===== src/hdl/homing_pkg.sv =====
/*
 * Constants shared by the axis homing sequencer and its testbench.
 * Assumes positions in signed 32-bit units, speeds in 16-bit units.
 */
package homing_pkg;
    // ==========================================
    // Widths
    localparam int POS_W = 32;
    localparam int SPD_W = 16;
    localparam int METHOD_W = 8;
    localparam int FUNC_W = 4;
    localparam int SCALE_W = 7;
    // ==========================================
    // Method numbers
    localparam logic signed [7:0] M_ABS_OFFSET = -8'sd13;
    localparam logic signed [7:0] M_SET_REFERENCE = -8'sd12;
    localparam logic signed [7:0] M_BLOCK_ZP_POS = -8'sd11;
    localparam logic signed [7:0] M_BLOCK_ZP_NEG = -8'sd10;
    localparam logic signed [7:0] M_BLOCK_POS = -8'sd9;
    localparam logic signed [7:0] M_BLOCK_NEG = -8'sd8;
    localparam logic signed [7:0] M_ABS_ENCODER = -8'sd5;
    localparam logic signed [7:0] M_STD_FIRST = 8'sd0;
    localparam logic signed [7:0] M_STD_LAST = 8'sd35;
    localparam logic signed [7:0] M_SWITCH_NEG = 8'sd1;
    localparam logic signed [7:0] M_SWITCH_POS = 8'sd2;
    localparam logic signed [7:0] M_CAM_POS = 8'sd3;
    localparam logic signed [7:0] M_CAM_NEG = 8'sd4;
    // ==========================================
    // Digital input function codes
    localparam logic [3:0] FUNC_POS_LIMIT = 4'h5;
    localparam logic [3:0] FUNC_NEG_LIMIT = 4'h6;
    localparam logic [3:0] FUNC_REF_CAM = 4'ha;
    // ==========================================
    // Homing speed pair entries
    localparam int SPEED_SWITCH_IDX = 0;
    localparam int SPEED_INDEX_IDX = 1;
    // ==========================================
    // Torque scale limit and reset values
    localparam logic [6:0] SCALE_MAX = 7'h64;
    localparam logic [1:0] RESET_DIR = 2'h0;
endpackage


===== src/hdl/axis_homing_sequencer.sv =====
/*
 * Homing sequencer for one servo axis: runs the selected method, commands
 * speed and direction to the motion controller, defines the zero point.
 * Assumes the motion controller follows speed_cmd and reports position.
 */
// Operation
// RULE1: Method number signed, negatives vendor, 0..35 standard
// RULE2: Speed one for search, two for index
// RULE3: Speed pair entry 0 search, 1 index
// RULE4: Leaving max travel stops axis, overrun error; the code skips this check for block methods, in BACKOFF, and when travel is 0
// RULE5: Mark input selectable from two fast inputs
// RULE6: Limit switch from function 5 or 6
// RULE7: Cam from digital input function 10; decoded on inputs b and c only
// RULE8: Method -13 loads position with offset
// RULE9: Method -5 sets encoder position plus offset
// RULE10: Method -12 stores reference, restores at start
// RULE11: Block methods suppress following-error monitoring
// RULE12: Block run uses homing torque scale 0..100
// RULE13: Homing torque scale only for block methods
// RULE14: Methods -10/-11 block, reverse, first zero pulse
// RULE15: Methods -8/-9 travel value is block threshold
// RULE16: Block without pulse backs off half travel
// RULE17: Zero point gets programmed offset applied
// RULE18: Relative moves allowed without homing
// RULE19: Done flag set on success, cleared otherwise
`timescale 1ns/100ps
module axis_homing_sequencer #(
    parameter int POS_W = homing_pkg::POS_W,
    parameter int SPD_W = homing_pkg::SPD_W
) (
    input wire logic core_clk,
    input wire logic arst_n,
    input wire logic clk_en,
    input wire logic homing_start,
    input wire logic power_up_start,
    input wire logic signed [homing_pkg::METHOD_W-1:0] homing_method_select,
    input wire logic [SPD_W-1:0] switch_search_speed,
    input wire logic [SPD_W-1:0] zero_pulse_search_speed,
    input wire logic [SPD_W-1:0] homing_acceleration,
    input wire logic [POS_W-1:0] homing_max_travel,
    input wire logic signed [POS_W-1:0] home_offset_value,
    input wire logic [homing_pkg::SCALE_W-1:0] homing_torque_scale,
    input wire logic [homing_pkg::SCALE_W-1:0] normal_torque_scale,
    input wire logic mark_select,
    input wire logic fast_input_a,
    input wire logic fast_input_b,
    input wire logic digital_input_c,
    input wire logic [homing_pkg::FUNC_W-1:0] input_a_function,
    input wire logic [homing_pkg::FUNC_W-1:0] input_b_function,
    input wire logic [homing_pkg::FUNC_W-1:0] input_c_function,
    input wire logic zero_pulse,
    input wire logic signed [POS_W-1:0] actual_position,
    input wire logic signed [POS_W-1:0] absolute_encoder_position,
    input wire logic signed [POS_W-1:0] following_error,
    input wire logic absolute_move_req,
    output logic homing_active,
    output logic signed [SPD_W:0] speed_cmd,
    output logic [SPD_W-1:0] accel_cmd,
    output logic [homing_pkg::SCALE_W-1:0] torque_scale_cmd,
    output logic follow_error_enable,
    output logic position_load,
    output logic signed [POS_W-1:0] position_load_value,
    output logic [POS_W-1:0] homing_backup_position,
    output logic homing_done,
    output logic overrun_error,
    output logic absolute_move_allowed
);
    import homing_pkg::*;

    // ==========================================
    // Helper functions
    // Absolute value of a signed position
    function automatic logic [POS_W-1:0] mag(input logic signed [POS_W-1:0] v);
        mag = v[POS_W-1] ? POS_W'(-v) : POS_W'(v);
    endfunction

    // Block methods (with or without zero pulse)
    function automatic logic is_block(input logic signed [7:0] m);
        is_block = (m == M_BLOCK_NEG) || (m == M_BLOCK_POS) || (m == M_BLOCK_ZP_NEG) || (m == M_BLOCK_ZP_POS);
    endfunction

    // ==========================================
    // Input synchronisation
    logic [3:0] in_level; // zero pulse, a, b, c
    logic [3:0] in_rise;
    logic [3:0] in_fall;

    homing_input_capture #(.N(4)) u_capture (
        .core_clk(core_clk),
        .arst_n(arst_n),
        .clk_en(clk_en),
        .pin_in({digital_input_c, fast_input_b, fast_input_a, zero_pulse}),
        .level(in_level),
        .rise(in_rise),
        .fall(in_fall)
    );

    // ==========================================
    // Signal routing by function code
    logic pos_limit; // Positive limit switch level
    logic neg_limit; // Negative limit switch level
    logic cam_level; // Reference cam level
    logic cam_fall; // Cam falling edge
    logic limit_fall; // Limit switch falling edge
    logic zp_rise; // Zero pulse or selected mark edge

    always_comb begin
        // RULE6: limit function decode
        pos_limit = (input_a_function == FUNC_POS_LIMIT && in_level[1])
                  || (input_b_function == FUNC_POS_LIMIT && in_level[2])
                  || (input_c_function == FUNC_POS_LIMIT && in_level[3]);
        neg_limit = (input_a_function == FUNC_NEG_LIMIT && in_level[1])
                  || (input_b_function == FUNC_NEG_LIMIT && in_level[2])
                  || (input_c_function == FUNC_NEG_LIMIT && in_level[3]);
        limit_fall = ((input_a_function == FUNC_POS_LIMIT || input_a_function == FUNC_NEG_LIMIT) && in_fall[1])
                   || ((input_b_function == FUNC_POS_LIMIT || input_b_function == FUNC_NEG_LIMIT) && in_fall[2])
                   || ((input_c_function == FUNC_POS_LIMIT || input_c_function == FUNC_NEG_LIMIT) && in_fall[3]);
        // RULE7: cam function decode
        cam_level = (input_b_function == FUNC_REF_CAM && in_level[2])
                  || (input_c_function == FUNC_REF_CAM && in_level[3]);
        cam_fall = (input_b_function == FUNC_REF_CAM && in_fall[2])
                 || (input_c_function == FUNC_REF_CAM && in_fall[3]);
        // RULE5: mark from fast input a or b
        zp_rise = in_rise[0] || (mark_select ? in_rise[2] : in_rise[1]);
    end

    // ==========================================
    // Sequencer state
    typedef enum logic [2:0] {IDLE, SEARCH, REVERSE, INDEX, BACKOFF, FINISH, FAULT} state_t;
    state_t state;
    state_t next_state;
    logic dir_neg; // Travel direction negative
    logic next_dir_neg;
    logic signed [POS_W-1:0] start_pos; // Position at run start
    logic signed [POS_W-1:0] next_start_pos;
    logic signed [POS_W-1:0] backoff_pos; // Position at block detection
    logic signed [POS_W-1:0] next_backoff_pos;
    logic signed [7:0] method; // Latched method
    logic signed [7:0] next_method;
    logic done;
    logic next_done;
    logic err;
    logic next_err;
    logic load;
    logic next_load;
    logic signed [POS_W-1:0] load_val;
    logic signed [POS_W-1:0] next_load_val;
    logic [POS_W-1:0] backup;
    logic [POS_W-1:0] next_backup;
    logic backup_valid; // Reference stored by method -12
    logic next_backup_valid;
    logic [POS_W-1:0] travel; // Distance from start
    logic block_hit; // Following error reached threshold

    always_comb begin
        travel = mag(POS_W'(actual_position - start_pos));
        // RULE15: travel value is the block threshold
        block_hit = mag(following_error) >= homing_max_travel;
    end

    // Next-state logic
    always_comb begin
        next_state = state;
        next_dir_neg = dir_neg;
        next_start_pos = start_pos;
        next_backoff_pos = backoff_pos;
        next_method = method;
        next_done = done;
        next_err = err;
        next_load = 1'b0;
        next_load_val = load_val;
        next_backup = backup;
        next_backup_valid = backup_valid;
        unique case (state)
            IDLE: begin
                if (homing_start) begin
                    next_method = homing_method_select;
                    next_start_pos = actual_position;
                    // RULE19: clear done while running
                    next_done = 1'b0;
                    next_err = 1'b0;
                    // RULE1: vendor negatives, standard 0..35
                    if (homing_method_select < M_ABS_OFFSET || homing_method_select > M_STD_LAST) begin
                        next_state = FAULT;
                    end else begin
                        next_dir_neg = (homing_method_select == M_BLOCK_NEG)
                                     || (homing_method_select == M_BLOCK_ZP_NEG)
                                     || (homing_method_select == M_SWITCH_NEG)
                                     || (homing_method_select == M_CAM_NEG);
                        if (homing_method_select == M_ABS_OFFSET || homing_method_select == M_ABS_ENCODER
                            || homing_method_select == M_SET_REFERENCE || homing_method_select < M_STD_FIRST
                            && !is_block(homing_method_select)) begin
                            next_state = FINISH;
                        end else begin
                            next_state = SEARCH;
                        end
                    end
                end else if (power_up_start && backup_valid) begin
                    // RULE10: restore reference at start
                    next_load = 1'b1;
                    next_load_val = actual_position - $signed(backup) + home_offset_value;
                    next_done = 1'b1;
                end
            end
            SEARCH: begin
                if (is_block(method) ? block_hit
                    : ((method == M_SWITCH_NEG || method == M_SWITCH_POS) ? (pos_limit || neg_limit) : cam_level)) begin
                    next_backoff_pos = actual_position;
                    next_dir_neg = ~dir_neg;
                    // RULE16: block without pulse backs off
                    next_state = (method == M_BLOCK_NEG || method == M_BLOCK_POS) ? BACKOFF : REVERSE;
                end
            end
            REVERSE: begin
                // RULE14: zero pulse taken after reversal
                if (is_block(method) || limit_fall || cam_fall) begin
                    next_state = INDEX;
                end
            end
            INDEX: begin
                if (zp_rise) begin
                    next_state = FINISH;
                end
            end
            BACKOFF: begin
                // RULE16: half the travel value
                if (mag(POS_W'(actual_position - backoff_pos)) >= (homing_max_travel >> 1)) begin
                    next_state = FINISH;
                end
            end
            FINISH: begin
                next_load = 1'b1;
                next_done = 1'b1;
                next_state = IDLE;
                if (method == M_ABS_OFFSET) begin
                    // RULE8: position equals offset
                    next_load_val = home_offset_value;
                end else if (method == M_ABS_ENCODER) begin
                    // RULE9: encoder plus offset
                    next_load_val = absolute_encoder_position + home_offset_value;
                end else if (method == M_SET_REFERENCE) begin
                    // RULE10: store machine reference
                    next_backup = actual_position;
                    next_backup_valid = 1'b1;
                    next_load_val = home_offset_value;
                end else begin
                    // RULE17: zero point takes offset
                    next_load_val = home_offset_value;
                end
            end
            FAULT: begin
                next_state = IDLE;
            end
        endcase
        // RULE4: overrun stops the axis
        if ((state == SEARCH || state == REVERSE || state == INDEX) && !is_block(method)
            && homing_max_travel != '0 && travel > homing_max_travel) begin
            next_state = FAULT;
        end
        if (next_state == FAULT) begin
            next_err = 1'b1;
            next_done = 1'b0;
        end
    end

    // State registers
    always_ff @(posedge core_clk or negedge arst_n) begin
        if (!arst_n) begin
            state <= IDLE;
            dir_neg <= RESET_DIR[0];
            start_pos <= '0;
            backoff_pos <= '0;
            method <= '0;
            done <= 1'b0;
            err <= 1'b0;
            load <= 1'b0;
            load_val <= '0;
            backup <= '0;
            backup_valid <= 1'b0;
        end else if (clk_en) begin
            state <= next_state;
            dir_neg <= next_dir_neg;
            start_pos <= next_start_pos;
            backoff_pos <= next_backoff_pos;
            method <= next_method;
            done <= next_done;
            err <= next_err;
            load <= next_load;
            load_val <= next_load_val;
            backup <= next_backup;
            backup_valid <= next_backup_valid;
        end
    end

    // ==========================================
    // Motion commands
    logic moving;
    logic [SPD_W-1:0] spd;

    always_comb begin
        moving = (state == SEARCH) || (state == REVERSE) || (state == INDEX) || (state == BACKOFF);
        // RULE2: search speed then index speed
        // RULE3: pair entry select
        spd = (state == INDEX) ? zero_pulse_search_speed : switch_search_speed;
        speed_cmd = !moving ? '0 : dir_neg ? -$signed({1'b0, spd}) : $signed({1'b0, spd});
        // RULE2: common acceleration
        accel_cmd = homing_acceleration;
        // RULE12: block run torque scale
        // RULE13: only for block methods
        torque_scale_cmd = (moving && is_block(method))
                         ? ((homing_torque_scale > SCALE_MAX) ? SCALE_MAX : homing_torque_scale)
                         : normal_torque_scale;
        // RULE11: monitoring off in block runs
        follow_error_enable = !(homing_active && is_block(method));
    end

    assign homing_active = state != IDLE;
    assign position_load = load;
    assign position_load_value = load_val;
    assign homing_backup_position = backup;
    assign homing_done = done;
    assign overrun_error = err;
    // RULE18: absolute moves need homing
    assign absolute_move_allowed = !absolute_move_req || done;
endmodule


===== src/hdl/homing_input_capture.sv =====
/*
 * Synchronises the encoder zero pulse and the three digital inputs
 * and gives registered levels plus rising and falling edges.
 * Assumes all inputs are asynchronous pins.
 */
`timescale 1ns/100ps
module homing_input_capture #(
    parameter int N = 4
) (
    input wire logic core_clk,
    input wire logic arst_n,
    input wire logic clk_en,
    input wire logic [N-1:0] pin_in,
    output logic [N-1:0] level,
    output logic [N-1:0] rise,
    output logic [N-1:0] fall
);
    // ==========================================
    // Two-stage synchroniser and edge history
    logic [N-1:0] sync_a; // First stage, read only by sync_b
    logic [N-1:0] sync_b; // Second stage
    logic [N-1:0] prev; // Delayed level for edges
    logic [N-1:0] next_sync_a;
    logic [N-1:0] next_sync_b;
    logic [N-1:0] next_prev;

    // Next values
    always_comb begin
        next_sync_a = pin_in;
        next_sync_b = sync_a;
        next_prev = sync_b;
    end

    // Register stage
    always_ff @(posedge core_clk or negedge arst_n) begin
        if (!arst_n) begin
            sync_a <= '0;
            sync_b <= '0;
            prev <= '0;
        end else if (clk_en) begin
            sync_a <= next_sync_a;
            sync_b <= next_sync_b;
            prev <= next_prev;
        end
    end

    // Level and edge outputs
    assign level = sync_b;
    assign rise = sync_b & ~prev;
    assign fall = ~sync_b & prev;
endmodule


===== config.mk =====
export PLATFORM = sky130hd
export DESIGN_NAME = axis_homing_sequencer
export DESIGN_NICKNAME = d
export VERILOG_FILES = /design/src/hdl/homing_pkg.sv /design/src/hdl/axis_homing_sequencer.sv /design/src/hdl/homing_input_capture.sv
export SDC_FILE = /design/constraint.sdc
export NUM_CORES = 1
export LEC_CHECK = 0
export ABC_AREA = 1
export BUFFER_PORTS_ARGS = -buffer_cell sky130_fd_sc_hd__buf_2
export CELL_PAD_IN_SITES_DETAIL_PLACEMENT = 0
export CELL_PAD_IN_SITES_GLOBAL_PLACEMENT = 2
export CORE_UTILIZATION = 34
export DETAILED_ROUTE_END_ITERATION = 7
export PLACE_DENSITY_LB_ADDON = 0.1
export SYNTH_ARGS = -nofsm -noshare
export SYNTH_HDL_FRONTEND = slang
export SYNTH_SLANG_ARGS = --single-unit
export TNS_END_PERCENT = 10

===== constraint.sdc =====
create_clock -name core_clk -period 6.5 [get_ports core_clk]
set_clock_uncertainty 0.15 [all_clocks]
set_input_delay 0.65 -clock core_clk [delete_from_list [all_inputs] [get_ports core_clk]]
set_output_delay 0.65 -clock core_clk [all_outputs]
set_load 0.005 [all_outputs]

Yosys cells after proc, flatten, opt, wreduce, memory -nomap -nowiden
Index checks and enable logic that the tools add are counted.
Word-level totals
  bits in latches: 0
  bits in read-only memories: 0
  logic and storage cells: 189
  memory bits (writable): 0
  output and inout bits: 110
  register bits: 156
  memories kept: 0
Operators by class
  muxes and demuxes: 40
  add/sub/neg operators: 9
  multiply operators: 0
  divide/modulo/power cells: 0
  magnitude comparators: 7
  bitwise logic cells: 7
  eq/ne operators: 39
  shifts and indexed selects: 0
  reduce and logical (&&, ||, !) cells: 73
Operators with widths (count)
  $mux W32: 7
  $neg A32 Y32: 3
  $sub A32 B32 Y32: 3
  $eq A8 B5 Y1 const B: 10
  $add A32 B32 Y32: 2
  $pmux W32 S2: 1
  $eq A8 B4 Y1 const B: 5
  $mux W17: 2
  $logic_or A1 B1 Y1: 33
  $ge A32 B31 Y1: 1
  $ge A32 B32 Y1: 1
  $gt A32 B32 Y1: 1
  $reduce_bool A32 Y1: 1
  $mux W3: 9
  $eq A4 B3 Y1 const B: 6
  $logic_and A1 B1 Y1: 20
  $pmux W3 S6: 1
  $neg A16 Y17: 1
  $eq A8 B2 Y1 const B: 2
  $mux W16: 1
  $mux W1: 14
  $mux W7: 2
  $eq A3 B3 Y1 const B: 4
  $reduce_and A3 Y1: 4
  other kinds (23): 41

Logic depth before layout (Yosys ltp)
  depth in word-level cells: 15
  gate-level depth with buffers: 43

Hierarchy
From an unflattened synthesis, not the netlist that was laid out.
Second synthesis, totals
  cells, all modules: 3377
  area total of the unflattened synthesis: 21252.9 sq um
Modules (own cells, without submodules)
  axis_homing_sequencer: area each 20734.9 sq um, sequential area each 3603.5 sq um, times used 1, cells each 3310
  homing_input_capture: area each 518.0 sq um, sequential area each 300.3 sq um, times used 1, cells each 67

Worst setup path before layout
No wires, ideal clock.
  path type: in2reg
  start: input actual_position[0]
  end: register state[1]
  arrival time: 4461 ps
  required time: 6217 ps
  path slack: 1756 ps
  stages: 29
  path buffers: 0
  library setup time: 133 ps
  cells stage by stage: inv_1 > ha_1 > inv_1 > fa_1 > a21oi_1 > o21ai_2 > a21oi_2 > o21ai_1 > xnor2_2 > nand2_1 > nor2_2 > nand3_1 > nor2_2 > nand2_2 > o21ai_4 > xnor2_1 > ha_1 > nand2_1 > inv_1 > nand2_1 > nand3_1 > a31oi_1 > nor2_1 > a2111oi_0 > nand2_1 > nand2_1 > o21ai_0 > o21ai_0 > o21ai_0
Between the ends
  longest elaborated chain between the ends: 7
  elaborated cells on any way between the ends: 12
  classes of those cells: add/sub (4); order compare (2); mux (5); reduce/logical (1)
Ends and longest elaborated chain
  start: declaration: RTL line axis_homing_sequencer.sv:52  | input wire logic signed [POS_W-1:0] actual_position,
  $sub A32 B32 Y32: RTL line axis_homing_sequencer.sv:227  | if (mag(POS_W'(actual_position - backoff_pos)) >= (homing_max_travel >> 1)) begin
  $neg A32 Y32: RTL line axis_homing_sequencer.sv:74  | mag = v[POS_W-1] ? POS_W'(-v) : POS_W'(v);
  $mux W32: RTL line axis_homing_sequencer.sv:74
  $ge A32 B31 Y1: RTL line axis_homing_sequencer.sv:227
  $mux W3: RTL line axis_homing_sequencer.sv:227
  $pmux W3 S6: RTL line axis_homing_sequencer.sv:174  | unique case (state)
  $mux W3 *: RTL line axis_homing_sequencer.sv:256  | if ((state == SEARCH || state == REVERSE || state == INDEX) && !is_block(method)
  end signal: assignment: RTL line axis_homing_sequencer.sv:281  | state <= next_state;
  end: declaration: RTL line axis_homing_sequencer.sv:130  | state_t state;
Mark *: on every way between the ends. The rest lies on a longest branch, timed or not.
A chain may end at the register's enable or synchronous reset.

Worst setup path after layout
Ends and elaborated chain as after synthesis.

==> out/metrics.yaml <==
setup_path:
  cp_slowest_cell: "fa_1"
  worstSetupStartpointType: "input port"
  endpoint_kind: "flop"
  timing.rr.end: "state[1]"
  timing.rr.start: "start_pos[0]"
  reg2reg_slack_ns: 1.13
  crit_type: "input port to flop"
  worstPathRequired_ns: 6.69
  r2r_cells: 29
  arrival_ns: 5.72
  worst_path_most_repeated_cell: "nand2_1"
  critPathMaxFanout: 6
  cp-startpoint: "actual_position[0]"
  critPathMaxStageDelay_ns: 0.44
  crit_end: "state[1]"
synth:
  synth_cell_types: 59
  syn_area_um2: 21200
  synth_top_family_by_area: "simple AND/OR/NAND/NOR gates"
  yosys.area_share.simple_pct: 29.6
  synth_fa_ha_area_share_pct: 16.5
  synth_edf_count: 0
  synth-compound-area-share_pct: 16.8
  synth_fp_nets: 3870
  seq_area_frac_synth_pct: 18.4
  synth-xor-area-share_pct: 5.86
  yosys_most_used_dff: "dfrtp_1"
  synthMuxAreaShare_pct: 0.331
  async_flop_share_pct: 100
  syn_avg_cell_area_um2: 6.30
  synth_warnings: 0
  syn_inst: 3359
  ys_seq_elements: 156
detailed_routing:
  detailedRoute.firstPassIterationCount: 5
  drtIter0Drc: 1131
  ant_nets: 0
  drt-total-wl_mm: 79.2
  drc_errors: 0
  num_vias: 22297
  wl_per_cell_um: 17.6
  vias_per_cell: 4.95
sta:
  period_share_pct: 85.1
  setup_tns_ns: 0
  rsz0062_at_grt: "false"
  worst_pin_slew_ns: 1.10
  finalHoldViolCount: 0
  period_needed_ns: 5.53
  setup_viol: 0
  relSlewSlack_pct: 25.9
  max_freq_mhz: 181
  final-max-slew-violation-count: 0
grt:
  gr-usage-all-layers_pct: 24.9
  grt_pass1_vias: 22371
  grt-ovfl-total: 0
  antenna_found_initial: 3
  grt_pass1_wl_mm: 122
  grt_start_max_net_pins: 82
floorplan:
  fp.dieW_um: 251
  coreArea_um2: 61600
  rows: 91
  start_util_pct: 34.4
  die_y_um: 251
  num_io_pins: 363
  die-area_um2: 63200
placement:
  portBuffers: 330
  place_area_um2: 23700
  gp_congestion: 0.905
  dp_hpwl_mm: 68.9
clock_network:
  cts_tree: "done"
  postCtsHoldBufs: 0
  postCtsResizedCells: 0
  root_buffer: "clkbuf_16"
  clock_sinks: 156
  clk_latency_ns: 0.47
  cts-buffers-inserted: 17
  post_cts.repair.setup_buffers: 0
  clk_pin_slew_ns: 0.07
  htree_levels: 4
  cts_max_path_buffers: 2
layout:
  drive_gt1_share_pct: 12.9
  syn_to_final_growth_pct: 14.8
  fin_nets: 4167
  finalInstanceArea_um2: 24300
  fill_cells: 6795
flow_run:
  drv_cap: 0
hold_path:
  min_path_type: "input port to asynchronous set/reset pin"
pwr:
  ir_worst_vdd_v: 0.000224
  p_leak_nw: 13.0
  pwr_density_cell_nw_per_um2: 401
run_status:
  outcome: "finished clean"
## per-stage QoR
step | std cells | power [mW] | utilization, % | worst slack (ns) | hold slack [ns]
2_1_floorplan | 3359 | 6.58 | - | 1.76 | 0.204
3_3_place_gp | 4474 | 8.66 | 38.5 | 0.394 | 0.298
3_5_place_dp | 4474 | 8.77 | 38.5 | 0.347 | 0.300
4_1_cts | 4506 | 9.85 | 39.4 | 0.842 | 0.134
5_1_grt | 4507 | 10.9 | 39.4 | 0.389 | 0.168
6_report | 4507 | 9.74 | 39.4 | 0.966 | 0.105
## worst max-delay path: cells and delay by family
kind                     cells  cell delay, ns
buffers and inverters        5            0.52
AND/OR/NAND/NOR             17            2.21
AO/OA/AOI/OAI                5            1.01
adder cells (fa/ha/maj)      3            0.90
XOR/XNOR                     1            0.43
## how the worst min path moves through the flow
stage | startpoint | to | slack (ns) | cells past startpoint
CTS | arst_n | state[0] | 0.13 | 1
detailed placement | backup_valid | backup_valid | 0.30 | 2
global route | arst_n | u_capture.prev[3] | 0.17 | 1
global placement | backup_valid | backup_valid | 0.30 | 2
finish | arst_n | u_capture.prev[3] | 0.11 | 1
floorplan | arst_n | backoff_pos[0] | 0.20 | 0
## state kept, by name (all words and copies together), names as in the netlist, 3 cells and up
signal and count:
u_capture.next_sync_b 4, u_capture.prev 4, state 3, method 8
backoff_pos 32, homing_backup_position 32, position_load_value 32, start_pos 32
u_capture.level 4
## cells by family (layout without fill, tap and decap cells)
logic type,Yosys count,after routing
AND/OR/NAND/NOR,1469,1469
multiplexers,7,7
other,0,1
XOR/XNOR,139,139
buffers and inverters,687,997
flip-flops,156,156
adder cells (fa/ha/maj),258,258
AO/OA/AOI/OAI,643,643
## area by class of cell
cell class | count | area [um^2] | area share, %
multi-input combinational | 2516 | 14600 | 60.2
timing repair buffer | 351 | 1830 | 7.53
clock buffer | 17 | 425 | 1.75
antenna | 1 | 2.50 | 0.0103
tap | 837 | 1050 | 4.31
sequential | 156 | 3900 | 16.1
clock inverter | 15 | 155 | 0.639
inverter | 614 | 2300 | 9.49
## routing by layer
metal | GRT usage, % | part of all wire, %
met5 | 0 | 0
met4 | 7.77 | 2.7
met3 | 2.14 | 2.9
met2 | 47.1 | 52
met1 | 29.5 | 43
## cell usage after synthesis, drive strengths merged, types with 23 or more instances
master  number  area share (%)
nand4       60             1.8
ha         224              13
a31oi       32            0.95
buf         30            0.92
inv        611              11
fa          34             3.2
o211ai      23            0.82
xnor2       52             2.3
nand3      151             3.6
or2         28            0.83
nand2      820              15
nor3        61             1.5
a21oi      234             5.6
xor2        87             3.6
nor2       307             5.7
clkbuf      43            0.76
o21ai      276             6.7
dfrtp      156              18
## power breakdown
group | total, mW | switching, mW | internal, mW
Combinational | 7.21 | 4.66 | 2.56
Clock | 1.03 | 0.487 | 0.542
Sequential | 1.50 | 0.199 | 1.30
Total | 9.74 | 5.34 | 4.40
## cells in the final DEF (no fill, tap or decap), types with 5 or more instances in the layout
cell,n
nand4_1,60
nor4_1,20
nand3_1,148
o21ai_0,257
o211ai_1,23
ha_1,224
xor2_1,87
buf_2,329
a21o_1,9
inv_6,5
clkbuf_16,17
inv_1,601
inv_2,10
nor2_1,292
o22ai_1,13
nand3b_1,9
dfrtp_1,156
mux2i_1,7
o21a_1,19
o31ai_1,6
o21ai_1,14
nand2_2,12
nor2_2,11
fa_1,34
buf_4,20
a21oi_1,231
or2_2,27
a31oi_1,32
o21bai_1,10
xnor2_1,49
and2_1,6
nand2_1,808
nor3_1,56
(Power assumes the default switching activity.)
